[src/logic/pbs_pkg.sv]
// Shared constants and types for the burst memory port
package pbs_pkg;
  localparam int PBS_AW = 16;
  localparam int PBS_LANES = 4;
  localparam int PBS_LANE_W = 9;
  localparam int PBS_DW = PBS_LANES * PBS_LANE_W;
  localparam int PBS_FIFO_DEPTH = 16;
  localparam int PBS_SLEEP_IN_CYCLES = 2;
  localparam int PBS_WAKE_CYCLES = 2;
  localparam logic [1:0] PBS_CNT_RESET = 2'h0;
  localparam logic [PBS_LANES-1:0] PBS_ALL_LANES = 4'hf;
  localparam logic [PBS_LANES-1:0] PBS_NO_LANES = 4'h0;
  localparam logic [PBS_DW-1:0] PBS_DATA_RESET = 36'h0;
  localparam logic [PBS_AW-1:0] PBS_ADDR_RESET = 16'h0;

  typedef enum logic [2:0]
  {
    PBS_ST_DESEL = 3'h1,
    PBS_ST_BURST = 3'h2,
    PBS_ST_SLEEP = 3'h4
  } pbs_state_t;

  typedef struct packed
  {
    logic [PBS_AW-1:0] addr;
    logic [PBS_LANES-1:0] lanes;
    logic [PBS_DW-1:0] data;
  } pbs_wr_t;

  localparam int PBS_WR_W = $bits(pbs_wr_t);
endpackage

[src/logic/pbs_fifo.sv]
// Parameterised first-in first-out buffer with valid and ready on both sides
module pbs_fifo
  import pbs_pkg::*;
#(
  parameter int WIDTH = 8,
  parameter int DEPTH = 16
)
(
  input wire logic mclk,
  input wire logic rst,
  input wire logic in_valid,
  output logic in_ready,
  input wire logic [WIDTH-1:0] in_data,
  output logic out_valid,
  input wire logic out_ready,
  output logic [WIDTH-1:0] out_data
);
  localparam int AW = $clog2(DEPTH);

  typedef struct packed
  {
    logic [DEPTH-1:0][WIDTH-1:0] mem;
    logic [AW-1:0] wp;
    logic [AW-1:0] rp;
    logic [AW:0] cnt;
  } pbs_fifo_state_t;

  pbs_fifo_state_t q;
  pbs_fifo_state_t next_q;
  logic push;
  logic pop;

  assign in_ready = q.cnt != (AW+1)'(DEPTH);
  assign out_valid = q.cnt != '0;
  assign out_data = q.mem[q.rp];
  assign push = in_valid && in_ready;
  assign pop = out_valid && out_ready;

  always_comb
  begin
    next_q = q;
    if (push)
    begin
      next_q.mem[q.wp] = in_data;
      next_q.wp = q.wp + 1'b1;
    end
    if (pop)
    begin
      next_q.rp = q.rp + 1'b1;
    end
    next_q.cnt = q.cnt + {{AW{1'b0}}, push} - {{AW{1'b0}}, pop};
  end

  always_ff @(posedge mclk or posedge rst)
  begin
    if (rst)
    begin
      q <= '0;
    end
    else
    begin
      q <= next_q;
    end
  end
endmodule

[src/logic/pbs_port.sv]
// Synchronous pipelined burst memory port with sleep and output control
// Function
// - Sleep high deselects the port and ignores all other inputs.
// - Sleep input is asynchronous, active high, held sleep while high.
// - Inputs are ignored no later than two clocks after sleep rises.
// - Output enable drives nothing before the second edge after a first read.
// - Data outputs go high impedance within two cycles of deselect.
// - Global write low, or gate and all lane strobes low, writes all lanes.
// - After a write the bus stays released until a strobe or step cycle.
// - Back-to-back reads start with either address strobe.
// - Selected only with primary low, second low and high select high.
// - Later beats of a burst use the internal counter address.
// - Write needs global write low or a gated lane strobe low, and cpu strobe high; else read.
module pbs_port
  import pbs_pkg::*;
(
  input wire logic mclk,
  input wire logic rst,
  input wire logic sleep_request,
  input wire logic [PBS_AW-1:0] address,
  input wire logic chip_select_n,
  input wire logic chip_select_b_n,
  input wire logic chip_select_b_hi,
  input wire logic load_strobe_cpu_n,
  input wire logic load_strobe_ctl_n,
  input wire logic burst_step_n,
  input wire logic global_write_n,
  input wire logic byte_write_gate_n,
  input wire logic [PBS_LANES-1:0] byte_lane_write_n,
  input wire logic output_enable_n,
  input wire logic burst_order_linear,
  input wire logic [PBS_DW-1:0] dq_in,
  output logic [PBS_DW-1:0] dq_out,
  output logic dq_oe,
  output logic sleep_active,
  output logic write_buffer_ready,
  output logic core_rd_en,
  output logic [PBS_AW-1:0] core_rd_addr,
  input wire logic [PBS_DW-1:0] core_rd_data,
  output logic core_wr_valid,
  input wire logic core_wr_ready,
  output pbs_wr_t core_wr
);
  typedef struct packed
  {
    logic sync1;
    logic sync2;
    pbs_state_t st;
    logic [PBS_AW-1:0] base;
    logic [1:0] cnt;
    logic rd_pend;
    logic wr_last;
    logic [PBS_AW-1:0] rd_addr;
    logic drive;
    logic [PBS_DW-1:0] dout;
  } pbs_port_state_t;

  pbs_port_state_t q;
  pbs_port_state_t next_q;
  logic asleep;
  logic sel;
  logic wr_any;
  logic [PBS_LANES-1:0] wr_lanes;
  logic load;
  logic desel;
  logic cont;
  logic step;
  logic is_wr;
  logic rd_issue;
  logic wr_req;
  logic wr_push;
  logic [1:0] low_addr;
  logic [PBS_AW-1:0] acc_addr;
  pbs_wr_t wr_word;

  // ************************************************
  // Cycle decode
  // ************************************************
  always_comb
  begin
    asleep = q.sync2;
    sel = !chip_select_n && !chip_select_b_n && chip_select_b_hi;
    wr_any = !global_write_n || (!byte_write_gate_n && (byte_lane_write_n != PBS_ALL_LANES));
    if (!global_write_n)
    begin
      wr_lanes = PBS_ALL_LANES;
    end
    else if (!byte_write_gate_n)
    begin
      wr_lanes = ~byte_lane_write_n;
    end
    else
    begin
      wr_lanes = PBS_NO_LANES;
    end
    load = !asleep && sel && (!load_strobe_cpu_n || !load_strobe_ctl_n);
    desel = !asleep && !sel && (!load_strobe_cpu_n || !load_strobe_ctl_n);
    cont = !asleep && load_strobe_cpu_n && load_strobe_ctl_n && q.st == PBS_ST_BURST;
    step = cont && !burst_step_n;
    is_wr = load_strobe_cpu_n && wr_any;
    rd_issue = (load || step || (cont && !q.wr_last)) && !is_wr;
    wr_req = (load || cont) && is_wr;
    wr_push = wr_req && write_buffer_ready;
    next_q = q;
    next_q.sync1 = sleep_request;
    next_q.sync2 = q.sync1;
    if (load)
    begin
      next_q.base = address;
      next_q.cnt = PBS_CNT_RESET;
    end
    else if (step)
    begin
      next_q.cnt = q.cnt + 2'h1;
    end
    if (burst_order_linear)
    begin
      low_addr = next_q.base[1:0] + next_q.cnt;
    end
    else
    begin
      low_addr = next_q.base[1:0] ^ next_q.cnt;
    end
    acc_addr = {next_q.base[PBS_AW-1:2], low_addr};
    case (q.st)
      PBS_ST_SLEEP:
      begin
        if (asleep)
        begin
          next_q.st = PBS_ST_SLEEP;
        end
        else if (load)
        begin
          next_q.st = PBS_ST_BURST;
        end
        else
        begin
          next_q.st = PBS_ST_DESEL;
        end
      end
      PBS_ST_DESEL, PBS_ST_BURST:
      begin
        if (asleep)
        begin
          next_q.st = PBS_ST_SLEEP;
        end
        else if (desel)
        begin
          next_q.st = PBS_ST_DESEL;
        end
        else if (load)
        begin
          next_q.st = PBS_ST_BURST;
        end
      end
      default:
      begin
        next_q.st = PBS_ST_DESEL;
      end
    endcase
    // ************************************************
    // Read pipeline and output drive
    // ************************************************
    next_q.rd_pend = rd_issue;
    // Suspend cycles after a write keep the bus released
    if (wr_req)
    begin
      next_q.wr_last = 1'b1;
    end
    else if (load || step)
    begin
      next_q.wr_last = 1'b0;
    end
    if (rd_issue)
    begin
      next_q.rd_addr = acc_addr;
    end
    next_q.drive = q.rd_pend && !asleep;
    if (q.rd_pend)
    begin
      next_q.dout = core_rd_data;
    end
    wr_word.addr = acc_addr;
    wr_word.lanes = wr_lanes;
    wr_word.data = dq_in;
  end

  always_ff @(posedge mclk or posedge rst)
  begin
    if (rst)
    begin
      q.sync1 <= 1'b0;
      q.sync2 <= 1'b0;
      q.st <= PBS_ST_DESEL;
      q.base <= PBS_ADDR_RESET;
      q.cnt <= PBS_CNT_RESET;
      q.rd_pend <= 1'b0;
      q.wr_last <= 1'b0;
      q.rd_addr <= PBS_ADDR_RESET;
      q.drive <= 1'b0;
      q.dout <= PBS_DATA_RESET;
    end
    else
    begin
      q <= next_q;
    end
  end

  assign dq_out = q.dout;
  assign dq_oe = q.drive && !output_enable_n;
  assign sleep_active = q.st == PBS_ST_SLEEP;
  assign core_rd_en = q.rd_pend;
  assign core_rd_addr = q.rd_addr;

  // ************************************************
  // Write buffer toward the core
  // ************************************************
  pbs_fifo #(.WIDTH(PBS_WR_W), .DEPTH(PBS_FIFO_DEPTH)) u_wr_fifo
  (
    .mclk(mclk),
    .rst(rst),
    .in_valid(wr_req),
    .in_ready(write_buffer_ready),
    .in_data(wr_word),
    .out_valid(core_wr_valid),
    .out_ready(core_wr_ready),
    .out_data(core_wr)
  );

  // ************************************************
  // Checks
  // ************************************************
  a_sleep_ignores: assert property (@(posedge mclk) disable iff (rst)
    sleep_request [*2] |=> !wr_push && !rd_issue)
    else $error("Inputs accepted two clocks after sleep rose");
  a_sleep_state: assert property (@(posedge mclk) disable iff (rst)
    sleep_request [*3] |=> ##1 sleep_active && !dq_oe)
    else $error("Sleep state not held while sleep is high");
  a_first_read_hiz: assert property (@(posedge mclk) disable iff (rst)
    rd_issue && !q.rd_pend && !q.drive |=> !dq_oe)
    else $error("Bus driven before the edge after the first read");
  a_desel_release: assert property (@(posedge mclk) disable iff (rst)
    q.st == PBS_ST_DESEL [*2] |-> !dq_oe)
    else $error("Bus still driven two cycles after deselect");
  a_write_hiz: assert property (@(posedge mclk) disable iff (rst)
    wr_push && !rd_issue |-> ##2 !dq_oe)
    else $error("Bus driven after a write cycle");
  a_write_hold: assert property (@(posedge mclk) disable iff (rst)
    wr_req ##1 (!asleep && load_strobe_cpu_n && load_strobe_ctl_n && burst_step_n && !is_wr)
      |=> !core_rd_en)
    else $error("Read issued by a suspend cycle after a write");
  a_full_write: assert property (@(posedge mclk) disable iff (rst)
    wr_push && (!global_write_n || (!byte_write_gate_n && byte_lane_write_n == 4'h0))
      |-> wr_word.lanes == 4'hf)
    else $error("Full width write lost lanes");
  a_write_decode: assert property (@(posedge mclk) disable iff (rst)
    wr_push |-> load_strobe_cpu_n && wr_lanes != 4'h0)
    else $error("Write taken without a lane strobe or with cpu strobe low");
  a_select_gate: assert property (@(posedge mclk) disable iff (rst)
    !asleep && !chip_select_b_n && !chip_select_b_hi && !load_strobe_ctl_n
      |=> q.st == PBS_ST_DESEL)
    else $error("Port selected with high select low");
  a_read_start: assert property (@(posedge mclk) disable iff (rst)
    !asleep && sel && (!load_strobe_cpu_n || !load_strobe_ctl_n) && !is_wr
      |=> core_rd_en && core_rd_addr == $past(address))
    else $error("Strobe read not issued at loaded address");
  a_burst_step: assert property (@(posedge mclk) disable iff (rst)
    step |=> q.cnt == $past(q.cnt) + 2'h1)
    else $error("Burst counter did not advance");
endmodule

[config.mk]
export PLATFORM = sky130hd
export DESIGN_NAME = pbs_port
export DESIGN_NICKNAME = d
export VERILOG_FILES = /design/src/logic/pbs_pkg.sv /design/src/logic/pbs_fifo.sv /design/src/logic/pbs_port.sv
export SDC_FILE = /design/constraint.sdc
export NUM_CORES = 2
export LEC_CHECK = 0
export BUFFER_PORTS_ARGS = -buffer_cell sky130_fd_sc_hd__buf_2
export CORE_UTILIZATION = 49
export CTS_BUF_LIST = sky130_fd_sc_hd__clkbuf_4
export DETAILED_ROUTE_END_ITERATION = 12
export GPL_TIMING_DRIVEN = 1
export PLACE_DENSITY = 0.66
export SETUP_SLACK_MARGIN = 0.3
export SYNTH_ARGS = -nofsm -noshare
export SYNTH_HDL_FRONTEND = slang
export SYNTH_SLANG_ARGS = --single-unit
[constraint.sdc]
create_clock -name mclk -period 82.4 [get_ports mclk]
set_input_delay 8.24 -clock mclk [delete_from_list [all_inputs] [get_ports mclk]]
set_output_delay 8.24 -clock mclk [all_outputs]
set_load 0.005 [all_outputs]
# Yosys cells after proc, flatten, opt, wreduce, memory -nomap -nowiden
# Index checks and enable logic that the tools add are counted.
# word_totals
regBits	987
output_inout_bits	113
# classes
addsub	6
n_lt_le_gt_ge	3
n_eq_ne	6
n_mux	19
n_bitwise	2
n_reduce_logical	40
# op_table
op	n
$bwmux 896	1
$bmux 56 s4	1
$demux 56 s4	1
$mux 56	2
$logic_and 1x1->1	20
$mux 16	1
$logic_not 1->1	12
$mux 3	4
$lt 4x5->1 const B	2
$add 4x1->4 const B	2
$mux 2	4
$mux 4	2
$ne 4x4->1 const B	2
$pmux 3 s2	1
$add 5x1->5	1
$logic_or 1x1->1	5
$ne 5x5->1 const B	1
$reduce_bool 5->1	1
$sub 5x1->5	1
$ge 4x1->1 const B	1
$not 4->4	1
$eq 3x1->1 const B	1
$eq 3x2->1 const B	1
$eq 3x3->1 const B	1
6 further kinds	7

# Longest topological paths before layout
# depth
word_depth	10
depth_mapped	15
ltp_nobuf	14

# By module
# From an unflattened synthesis, not the netlist that was laid out.
# hier_totals
cells_unflattened	3041
area_unflattened_um2	46872.5
# modules_own_cells
module	n_inst	cells_each	area_per_inst_um2
pbs_fifo	1	2742	43314.0
pbs_port	1	299	3558.4

# Least setup slack after synthesis
# OpenSTA, ideal clock, no wires.
# synth_path
path_kind	in2out
startpoint	input port output_enable_n
endpoint	output port dq_oe
t_arrival_ns	8.355
slack_ns	65.805
path_stages	1
n_path_buf	0
cell_sequence	nor2b_1
# synth_between
elab_chain_len	2
# synth_lines
element	line	rtl
start, declared	pbs_port.sv:30	input wire logic output_enable_n,
$logic_not 1->1	pbs_port.sv:210	assign dq_oe = q.drive && !output_enable_n;
$logic_and 1x1->1	pbs_port.sv:210	
end, declared	pbs_port.sv:34	output logic dq_oe,
# No other way between the ends.

# Final worst setup path
# Ends and elaborated chain as after synthesis.

==> metrics <==
Final Skew=0.0949 ns; Final Util=54.8%; clock network power share=34.6%; largest net degree at the start of global routing=134; Final #Nets=3240; CTS hold repair buffers=0; area growth from synthesis to layout=10.3%; Rows=110; Sw Pwr=0.000370 W; compound-cell area share of the yosys netlist=2.64%; Synthesis Warnings=0; leakage power=24.8 nW; proportion of layout cells with a drive suffix above 1=54.1%; switching part of the total power=29.3%; Simple-Gate Fraction of Synth Area=2.47%; worst hold path type=register to register; Yosys cell types=53; Post-synth EDFFs=0; top cell type's share of synthesized area=54.9%; mapped cell area=44900 sq um; largest area contributor in the netlist=dfrtp_1; fin. max-slew vios=0; clock sinks=987; final setup violation count=0; most frequent cell on the critical path=buf_2; DRT iter0 DRCs=1464; Post-synth top flop=dfrtp_1; number of global-route vias before repair=28700; post-route ant nets=0; WL final=107 mm; highest-delay cell along the critical path=buf_2; Initial Utilization=49.7%; crit path capture type=output port; status=finished, final reports clean; first-pass GRT wire length=170 mm; fin crit share=20.4%; pre-CTS setup slack=65.58 ns; Worst path max stage delay=0.13 ns; CTS Buf Count=281; Seq pwr share=45.6%; GRT Residual Overflow=0; post-synthesis async set-or-reset flop share=100%; mux cell area share after synthesis=35.1%; sequential-to-total area share from yosys stat=55.0%; residual DRC count=0; Synth Area in Adders=0.379%; Via density=5.76; Setup crit start kind=input port; Tot GR Track Use=23.9%; CTS max path bufs=4; Hold WS=0.347 ns; XOR/XNOR Fraction of Synth Area=0.234%; Setup TNS=0 ns; critical path required time=74.16 ns; internal power=0.000893 W; final setup margin=65.57 ns; Worst-Skew Late Latency=1.15 ns; cell count after synthesis=2867; Die Span X=305 um; maximum VDD drop=0.0161 mV; commonest non-fill, non-tap cells in the layout=982 x dfrtp_1, 613 x mux2_2, 422 x clkbuf_4; power density over the cells=25.5 nW/um^2; CTS clk-pin slew, worst paths=0.06 ns; DR vias=25800; Synth Register Bits=987; largest family of logic cells by synthesized area=multiplexers; post-DR wirelength/cell=23.9 um; Inst Count DP=4014; core outline area=90400 sq um; RSZ-0062 raised after global routing=false; Post-Layout Cell Count=4478; Max-slew headroom=22.5%; Top Ports=219; commonest non-fill, non-tap cell in the layout=dfrtp_1; min Tclk post-route=16.83 ns; Reg2Reg Setup Slack=78.75 ns; combinational power share=19.8%; Max Freq=0.0594 GHz; CTS tree=done; Arr. time, crit path=8.59 ns; Post-Synthesis Net Count=2986; crit path kind=input port to output port; die height=305 um; crit path cell chain=buf_2, nor2b_1, buf_2; Max Cap Violations=0; H-tree levels=5; # resized after CTS=0; Synth area leaders=dfrtp_1 55%, mux2_2 15%, mux4_2 14%, mux2_4 5.3%, o21ai_0 1.5%; drt pass-1 iters=5; Root Buffer=clkbuf_4; dpl hpwl=60.0 mm; Post-CTS Setup Bufs=0; initial antenna violation count=12; Port Buffer Count=218; Placer Congestion=0.798; syn avg cell area=15.7 sq um; CP Max Fanout=1; Final Hold Viols=0; die area=92900 sq um; Worst-Margin Slew=1.16 ns
==> worst max-delay path, delay by kind of cell <==
family | cells | cell delay [ns]
simple gates | 1 | 0.12
buf+inv | 2 | 0.23
==> kinds of logic (layout without fill, tap and decap cells) <==
group           Yosys count  count (layout)
simple gates            249             249
compound gates          214             214
mux                    1067            1067
buf+inv                 325             751
flops                   987             987
fa+ha+maj                13              13
other cells               0               9
xor+xnor                 12              12
==> state kept, by name, summed over array words and instances (netlist names) <==
register / cells
asleep: 1
dq_out: 36
q: 23
core_rd_addr: 16
next_q: 1
u_wr_fifo.q: 909
core_rd_en: 1
==> final timing paths <==
check / start / end / cells past startpoint
max: output_enable_n / dq_oe / 3
min: next_q[76] / asleep / 0
max reg2reg: u_wr_fifo.q[2] / u_wr_fifo.q[304] / 8
min reg2reg: next_q[76] / asleep / 0
max in group asynchronous: rst / u_wr_fifo.q[78] / 5
min in group asynchronous: rst / dq_out[14] / 2
==> Yosys cell counts (14+ instances only) <==
cell type  instances
o21ai_0          135
mux2i_1           14
inv_1             28
a21oi_1           55
buf_6             22
buf_2             86
clkbuf_1          85
buf_1             25
buf_4             70
mux2_4           160
nor2_1            65
dfrtp_1          986
mux4_2           280
mux2_2           613
nand2_1          147
==> power by group through the flow <==
stage | Clock, W | Combinational, W | Sequential (W)
2_1_floorplan | 0 | 0.000216 | 0.000555
3_3_place_gp | 0 | 0.000249 | 0.000581
3_5_place_dp | 0 | 0.000255 | 0.000585
4_1_cts | 0.000451 | 0.000255 | 0.000576
5_1_grt | 0.000479 | 0.000272 | 0.000583
6_report | 0.000437 | 0.000250 | 0.000576
==> per-stage QoR <==
| stage | power [W] | area (sq um) |
|---|---|---|
| floorplan | 0.000771 | 44900 |
| global placement | 0.000830 | 46200 |
| detailed placement | 0.000840 | 46200 |
| CTS | 0.00128 | 49500 |
| global route | 0.00133 | 49600 |
| finish | 0.00126 | 49600 |
==> metal layers <==
metal / GRT usage (%) / wire length [um] / part of all wire [%] / vias to the layer above
li1: - / - / - / 11100
met1: 30.9 / 45200 / 42 / 13900
met2: 39.6 / 54400 / 51 / 621
met3: 4.87 / 4490 / 4.2 / 232
met4: 9.44 / 2880 / 2.7 / 10
met5: 0 / 67 / 0.063 / -
==> layout make-up <==
| type | count | area [sq um] |
|---|---|---|
| Fill cell | 7320 | 40900 |
| Timing Repair Buffer | 268 | 1470 |
| Inverter | 28 | 113 |
| Antenna cell | 9 | 22.5 |
| Multi-Input combinational cell | 1555 | 18400 |
| Sequential cell | 987 | 24700 |
| Clock inverter | 33 | 208 |
| Tap cell | 1176 | 1470 |
| Clock buffer | 422 | 3170 |
Power figures use the tool's default switching activity.
